[src/design/ppec_params.svh]
// constants for the peripheral power enable control block
// Overview of operation
// - only power-on reset loads the register's reset value
// - bit 7 resets 1, amp off
// - bit 4 resets 0, monitors enabled
// - low-voltage detector follows bit 4 only
// - brownout also uses always-on option bit
// - always-on option keeps brownout on, except while system reset clears the enables
// - option clear: brownout off in stop
// - option clear, active/halt: brownout follows bit
// - bit 3 resets 0, temp sensor on
// - bit 1 resets 0, comparator one on
// - bit 0 resets 0, comparator two on
// - set disable bit shuts its block down, except brownout with always-on option
// - stop mode entered by stop instruction
`ifndef PPEC_PARAMS_SVH
`define PPEC_PARAMS_SVH
`define PPEC_OFS_DISABLE   12'h0F80
`define PPEC_RST_DISABLE   8'h80
`define PPEC_BIT_AMP       7
`define PPEC_BIT_MON       4
`define PPEC_BIT_TEMP      3
`define PPEC_BIT_CMP0      1
`define PPEC_BIT_CMP1      0
`define PPEC_RSVD_MASK     8'h64
`endif

[src/design/ppec_pkg.sv]
// types for the peripheral power enable control block
package ppec_pkg;
  typedef logic [11:0] ppec_addr_t;
  typedef logic [7:0]  ppec_data_t;
  typedef enum logic [2:0] {
    PPEC_ACTIVE = 3'b001,
    PPEC_HALT   = 3'b010,
    PPEC_STOP   = 3'b100
  } ppec_mode_t;
  typedef struct packed {
    logic amp_en;
    logic lvd_en;
    logic bod_en;
    logic temp_en;
    logic cmp0_en;
    logic cmp1_en;
  } ppec_en_t;
endpackage : ppec_pkg

[src/design/ppec_en_if.sv]
// carrier between register file and enable decoder
`timescale 1ns/1ps
interface ppec_en_if;
  import ppec_pkg::*;
  ppec_data_t disable_bits;
  logic       always_on;
  logic       in_stop;
  ppec_en_t   en;
  modport regs (output disable_bits, output always_on, output in_stop, input en);
  modport dec  (input disable_bits, input always_on, input in_stop, output en);
endinterface : ppec_en_if

[src/design/ppec_decode.sv]
// combinational enable decoder
`timescale 1ns/1ps
`include "ppec_params.svh"
module ppec_decode (
  ppec_en_if.dec bus
);
  import ppec_pkg::*;
  always_comb begin
    bus.en.amp_en  = ~bus.disable_bits[`PPEC_BIT_AMP];
    bus.en.lvd_en  = ~bus.disable_bits[`PPEC_BIT_MON];
    if (bus.always_on) begin
      bus.en.bod_en = 1'b1;
    end else if (bus.in_stop) begin
      bus.en.bod_en = 1'b0;
    end else begin
      bus.en.bod_en = ~bus.disable_bits[`PPEC_BIT_MON];
    end
    bus.en.temp_en = ~bus.disable_bits[`PPEC_BIT_TEMP];
    bus.en.cmp0_en = ~bus.disable_bits[`PPEC_BIT_CMP0];
    bus.en.cmp1_en = ~bus.disable_bits[`PPEC_BIT_CMP1];
  end
endmodule : ppec_decode

[src/design/ppec_top.sv]
// peripheral power enable control: wishbone register and enables
`timescale 1ns/1ps
`include "ppec_params.svh"
module ppec_top (
  input  wire logic                i_clk,
  input  wire logic                i_rst_n,
  input  wire logic                i_por_n,
  input  wire logic                i_cyc,
  input  wire logic                i_stb,
  input  wire logic                i_we,
  input  wire logic [3:0]          i_sel,
  input  wire ppec_pkg::ppec_addr_t i_adr,
  input  wire logic [31:0]         i_dat,
  output logic      [31:0]         o_dat,
  output logic                     o_ack,
  input  wire logic                i_always_on_opt,
  input  wire ppec_pkg::ppec_mode_t i_mode,
  output logic                     o_amp_en,
  output logic                     o_lvd_en,
  output logic                     o_bod_en,
  output logic                     o_temp_en,
  output logic                     o_cmp0_en,
  output logic                     o_cmp1_en
);
  import ppec_pkg::*;

  // power-on reset loads the register; the system reset clears the ack, read data and registered enables
  typedef struct packed {
    logic       ack;
    logic [7:0] dat;
    ppec_en_t   en;
  } ppec_bus_t;

  logic [1:0] rst_sync_r;
  logic [1:0] por_sync_r;
  logic       rst_n;
  logic       por_n;
  ppec_data_t dis_r;
  ppec_data_t dis_nxt;
  ppec_bus_t  st_r;
  ppec_bus_t  st_nxt;
  logic       hit;
  logic       acc;

  ppec_en_if en_bus ();

  always_ff @(posedge i_clk or negedge i_rst_n) begin
    if (!i_rst_n) begin
      rst_sync_r <= 2'b00;
    end else begin
      rst_sync_r <= {rst_sync_r[0], 1'b1};
    end
  end
  always_ff @(posedge i_clk or negedge i_por_n) begin
    if (!i_por_n) begin
      por_sync_r <= 2'b00;
    end else begin
      por_sync_r <= {por_sync_r[0], 1'b1};
    end
  end
  assign rst_n = rst_sync_r[1];
  assign por_n = por_sync_r[1];

  assign acc = i_cyc && i_stb && !st_r.ack;
  assign hit = (i_adr == `PPEC_OFS_DISABLE);

  // register held across all resets but power-on
  always_comb begin
    dis_nxt = dis_r;
    if (acc && i_we && hit && i_sel[0]) begin
      dis_nxt = i_dat[7:0];
    end
  end
  always_ff @(posedge i_clk or negedge por_n) begin
    if (!por_n) begin
      dis_r <= `PPEC_RST_DISABLE;
    end else begin
      dis_r <= dis_nxt;
    end
  end

  assign en_bus.disable_bits = dis_r;
  assign en_bus.always_on    = i_always_on_opt;
  assign en_bus.in_stop      = (i_mode == PPEC_STOP);

  ppec_decode u_dec (
    .bus (en_bus.dec)
  );

  always_comb begin
    st_nxt     = st_r;
    st_nxt.ack = acc;
    st_nxt.dat = (acc && !i_we && hit) ? dis_r : 8'h00;
    st_nxt.en  = en_bus.en;
  end
  always_ff @(posedge i_clk or negedge rst_n) begin
    if (!rst_n) begin
      st_r <= '0;
    end else begin
      st_r <= st_nxt;
    end
  end

  assign o_ack     = st_r.ack;
  assign o_dat     = {24'h00_0000, st_r.dat};
  assign o_amp_en  = st_r.en.amp_en;
  assign o_lvd_en  = st_r.en.lvd_en;
  assign o_bod_en  = st_r.en.bod_en;
  assign o_temp_en = st_r.en.temp_en;
  assign o_cmp0_en = st_r.en.cmp0_en;
  assign o_cmp1_en = st_r.en.cmp1_en;

  a_bod_always_on: assert property (@(posedge i_clk) disable iff (!rst_n)
    i_always_on_opt |=> o_bod_en) else $error("brownout off with always-on");
  a_bod_stop_off: assert property (@(posedge i_clk) disable iff (!rst_n)
    (!i_always_on_opt && i_mode == PPEC_STOP) |=> !o_bod_en) else $error("brownout on in stop");
  a_bod_active: assert property (@(posedge i_clk) disable iff (!rst_n)
    (!i_always_on_opt && i_mode != PPEC_STOP) |=> (o_bod_en == !$past(dis_r[4])))
    else $error("brownout not following bit");
  a_lvd_follow: assert property (@(posedge i_clk) disable iff (!rst_n)
    1'b1 |=> (o_lvd_en == !$past(dis_r[4]))) else $error("lvd mismatch");
  a_amp_follow: assert property (@(posedge i_clk) disable iff (!rst_n)
    1'b1 |=> (o_amp_en == !$past(dis_r[7]))) else $error("amp mismatch");
  a_temp_follow: assert property (@(posedge i_clk) disable iff (!rst_n)
    1'b1 |=> (o_temp_en == !$past(dis_r[3]))) else $error("temp mismatch");
  a_cmp0_follow: assert property (@(posedge i_clk) disable iff (!rst_n)
    1'b1 |=> (o_cmp0_en == !$past(dis_r[1]))) else $error("cmp0 mismatch");
  a_cmp1_follow: assert property (@(posedge i_clk) disable iff (!rst_n)
    1'b1 |=> (o_cmp1_en == !$past(dis_r[0]))) else $error("cmp1 mismatch");
  a_hold_no_wr: assert property (@(posedge i_clk) disable iff (!por_n)
    !(i_cyc && i_stb && i_we) |=> $stable(dis_r)) else $error("register changed");
endmodule : ppec_top

[config.mk]
export PLATFORM = sky130hd
export DESIGN_NAME = ppec_top
export DESIGN_NICKNAME = d
export VERILOG_FILES = /design/src/design/ppec_pkg.sv /design/src/design/ppec_en_if.sv /design/src/design/ppec_decode.sv /design/src/design/ppec_top.sv
export VERILOG_INCLUDE_DIRS = /design/src /design/src/design
export SDC_FILE = /design/constraint.sdc
export NUM_CORES = 1
export LEC_CHECK = 0
export BUFFER_PORTS_ARGS = -buffer_cell sky130_fd_sc_hd__buf_2
export CAP_MARGIN = 20
export CORE_UTILIZATION = 40
export DETAILED_ROUTE_END_ITERATION = 7
export PLACE_DENSITY = 0.84
export SLEW_MARGIN = 15
export SYNTH_ARGS = -nofsm -noshare
export SYNTH_HDL_FRONTEND = slang
export SYNTH_SLANG_ARGS = --single-unit
[constraint.sdc]
create_clock -name i_clk -period 1.6 [get_ports i_clk]
set_input_delay 0.48 -clock i_clk [delete_from_list [all_inputs] [get_ports i_clk]]
set_output_delay 0.48 -clock i_clk [all_outputs]
set_load 0.02 [all_outputs]
==> impl_results.md <==
* Outcome: finished clean
* Worst path slowest cell: dfrtp_1
* Die ar. at 3010 um2
* Die W at 54.9 um
* Final Max Slew Viols at 0
* Worst Hold Class: register to asynchronous set/reset pin
* Relative slew slack at 62.6%
* Nets at 198
* Startpoint types: register
* Remaining antenna violation count at 0
* Fin Clk Skew at 3.80 ps
* Critical path class: register to register
* Layout fillers at 224
* Synth async-reset ratio at 100%
* Post-layout minimum cycle time at 1520 ps
* Via count at 717
* H-tree levels at 1
* Multi-input gate area at 340 um2
* Initial Utilization at 43.5%
* Reg-to-Reg End: dis_r[6]
* Share of cells above drive strength 1 at 45.3%
* GRT Util Overall at 14.9%
* Final Setup Violations at 0
* CP endpoint kind: register
* Top-area cell type share of the netlist area at 58.2%
* Leak at 0.000714 uW
* EDFF count, synth at 0
* WP data required at 1800 ps
* Final hold slack at 120 ps
* DR pass1 iterations at 2
* DRC violations left at 0
* Via density at 4.24
* Total grt overflow at 0
* Antenna Cells at 0
* Initial antenna violation count at 0
* R2r setup slk at 80 ps
* Ys flop type: dfrtp_1
* Vert. Die Dim at 54.9 um
* DRT Wirelength at 1940 um
* Synthesis-to-finish area growth at 21.7%
* Power consumption at 1090 uW
* Clock Tree Buf Depth at 2
* Largest net degree at the start of global routing at 16
* Port bufs at 45
* Yosys reg bits at 27
* Iteration-0 DRC count of the detailed router at 1
* Area contributors post-synth: dfrtp_1, buf_4, mux2_2
* RSZ-0062 raised after global routing: no
* Post_cts resized at 0
* Worst path buffer plus inverter count at 0
* Capture point of the critical path: dis_r[6]
* CP Cell Sequence: and3b_1 > nand4_1 > nor2_4 > mux2_2
* Maximum VDD drop at 0.426 mV
* Synth warnings at 0
* Ports at 97
* CP arrival at 1730 ps
* Core area at 2570 um2
* Syn_area_per_cell at 13.0 um2
* CTS Root Cell: clkbuf_4
* CTS clock-pin slew for the worst setup and hold paths at 130 ps
* Wire per inst at 11.5 um
* CTS tree: yes
* Clock Latency Late Sink at 310 ps
* Commonest cells in the netlist: dfrtp_1, buf_4, mux2_2
* Num CTS Buffers at 3
* Fin crit share at 95.2%
* Storage cell area at 677 um2
* Yosys cell types at 18
* Clk sink count at 27
* Reg2reg start: o_ack
* Post-CTS Repair Setup Buffers at 0
* Top-count cell post-synth: dfrtp_1
* Post-Syn Area at 1120 um2
* Pwr Density at 803 nW/um2
* Critical Path Source: o_ack
* MaxCap Viol Count at 0
* Top Family by Delay on Critical Path: simple AND/OR/NAND/NOR gates
* GPL Wtd Cong at 0.696
* Area leader, netlist: dfrtp_1
* CP Max Fanout at 8
* Standard-cell rows at 18
* Least-Margin Pin Slew at 561 ps
* Post-synthesis sequential area ratio at 60.6%
* FMAX at 0.656 GHz
* Worst reg-to-reg path cell count at 4
* Max incr delay on CP at 390 ps
* Post-Synthesis Cells at 86
* First-pass GRT wire length at 3090 um
* Hold Fails Final Rpt at 0
* Final setup TNS at 0 ps
* Critical path depth at 4
* Number of global-route vias before repair at 680
[routing by layer]
metal | track usage (%) | part of all wire, %
met1 | 13.6 | 34
met5 | 0 | 0
met3 | 3.33 | 8.6
met2 | 29.5 | 56
met4 | 8.12 | 0.57
[how the worst min path moves through the flow]
| stage | cells after the start | startpoint | to |
|---|---|---|---|
| after floorplan | 0 | por_sync_r[1] | dis_r[0] |
| after global placement | 0 | por_sync_r[1] | dis_r[0] |
| after detailed placement | 0 | por_sync_r[1] | dis_r[6] |
| after CTS | 0 | por_sync_r[1] | dis_r[1] |
| after global routing | 0 | por_sync_r[1] | dis_r[1] |
| final | 0 | por_sync_r[1] | dis_r[1] |
[cell usage in the layout (no fill, tap or decap)]
| cell type | count |
|---|---|
| dlygate4sd3_1 | 2 |
| conb_1 | 26 |
| nor4_4 | 1 |
| buf_4 | 2 |
| mux2_2 | 8 |
| dfrtp_1 | 26 |
| nand2_1 | 1 |
| nor2_1 | 2 |
| nor2_4 | 1 |
| and4_1 | 1 |
| nor4b_4 | 1 |
| and3b_1 | 1 |
| nand4_1 | 2 |
| dfstp_2 | 1 |
| buf_2 | 45 |
| a21oi_1 | 1 |
| nor3_1 | 5 |
| or2_2 | 1 |
| inv_1 | 5 |
| clkbuf_4 | 3 |
| and2_1 | 3 |
| clkbuf_1 | 1 |
[worst reg2reg max path: stages (launching register included)]
cell     delay, ps
dfrtp_1        390
and3b_1        250
nand4_1        150
nor2_4         260
mux2_2         370
[cells by family after synthesis]
| family | count (synthesis) | synth area share, % |
|---|---|---|
| AOI/OAI and AO/OA | 1 | 0.447 |
| DFF | 27 | 60.6 |
| and+or+nand+nor | 19 | 12.4 |
| other | 2 | 0.672 |
| buffers and inverters | 29 | 17.8 |
| muxes | 8 | 8.06 |
[sequential cells by signal (all words and copies together), names as in the netlist]
register / cells
o_temp_en: 1
o_dat: 8
o_ack: 1
o_cmp0_en: 1
o_lvd_en: 1
o_bod_en: 1
dis_r: 8
o_cmp1_en: 1
o_amp_en: 1
por_sync_r: 2
rst_sync_r: 2
[cell type report]
| cell class | instances | area share, % |
|---|---|---|
| Clock buffer | 4 | 1.93 |
| Inverter | 5 | 1.38 |
| Multi-Input combinational cell | 54 | 25.0 |
| Sequential cell | 27 | 49.8 |
| Tap cell | 30 | 2.76 |
| Timing Repair Buffer | 49 | 19.1 |
[what timing repair did]
action / in CTS / in global routing
hold buffers: 2 / 0
setup endpoints to repair: 0 / 0
endpoints found under the hold margin: 4 / 0
[power breakdown]
part | leakage [uW] | internal, uW | switching (uW)
registers | 0.000333 | 690 | 11.3
clock network | 0.0000150 | 97.2 | 178
logic | 0.000366 | 38.2 | 78.7
[stage by stage]
stage / instances / utilization [%] / cell area, um2 / setup WS, ps
2_1_floorplan: 110 / - / 1220 / -2.66
3_3_place_gp: 163 / 51.2 / 1310 / -190
6_report: 169 / 53.0 / 1360 / 76.1
5_1_grt: 169 / 53.0 / 1360 / 1.77
3_5_place_dp: 163 / 51.2 / 1310 / -244
4_1_cts: 169 / 53.0 / 1360 / 65.9
No activity file was read; power rests on OpenSTA's default activity.
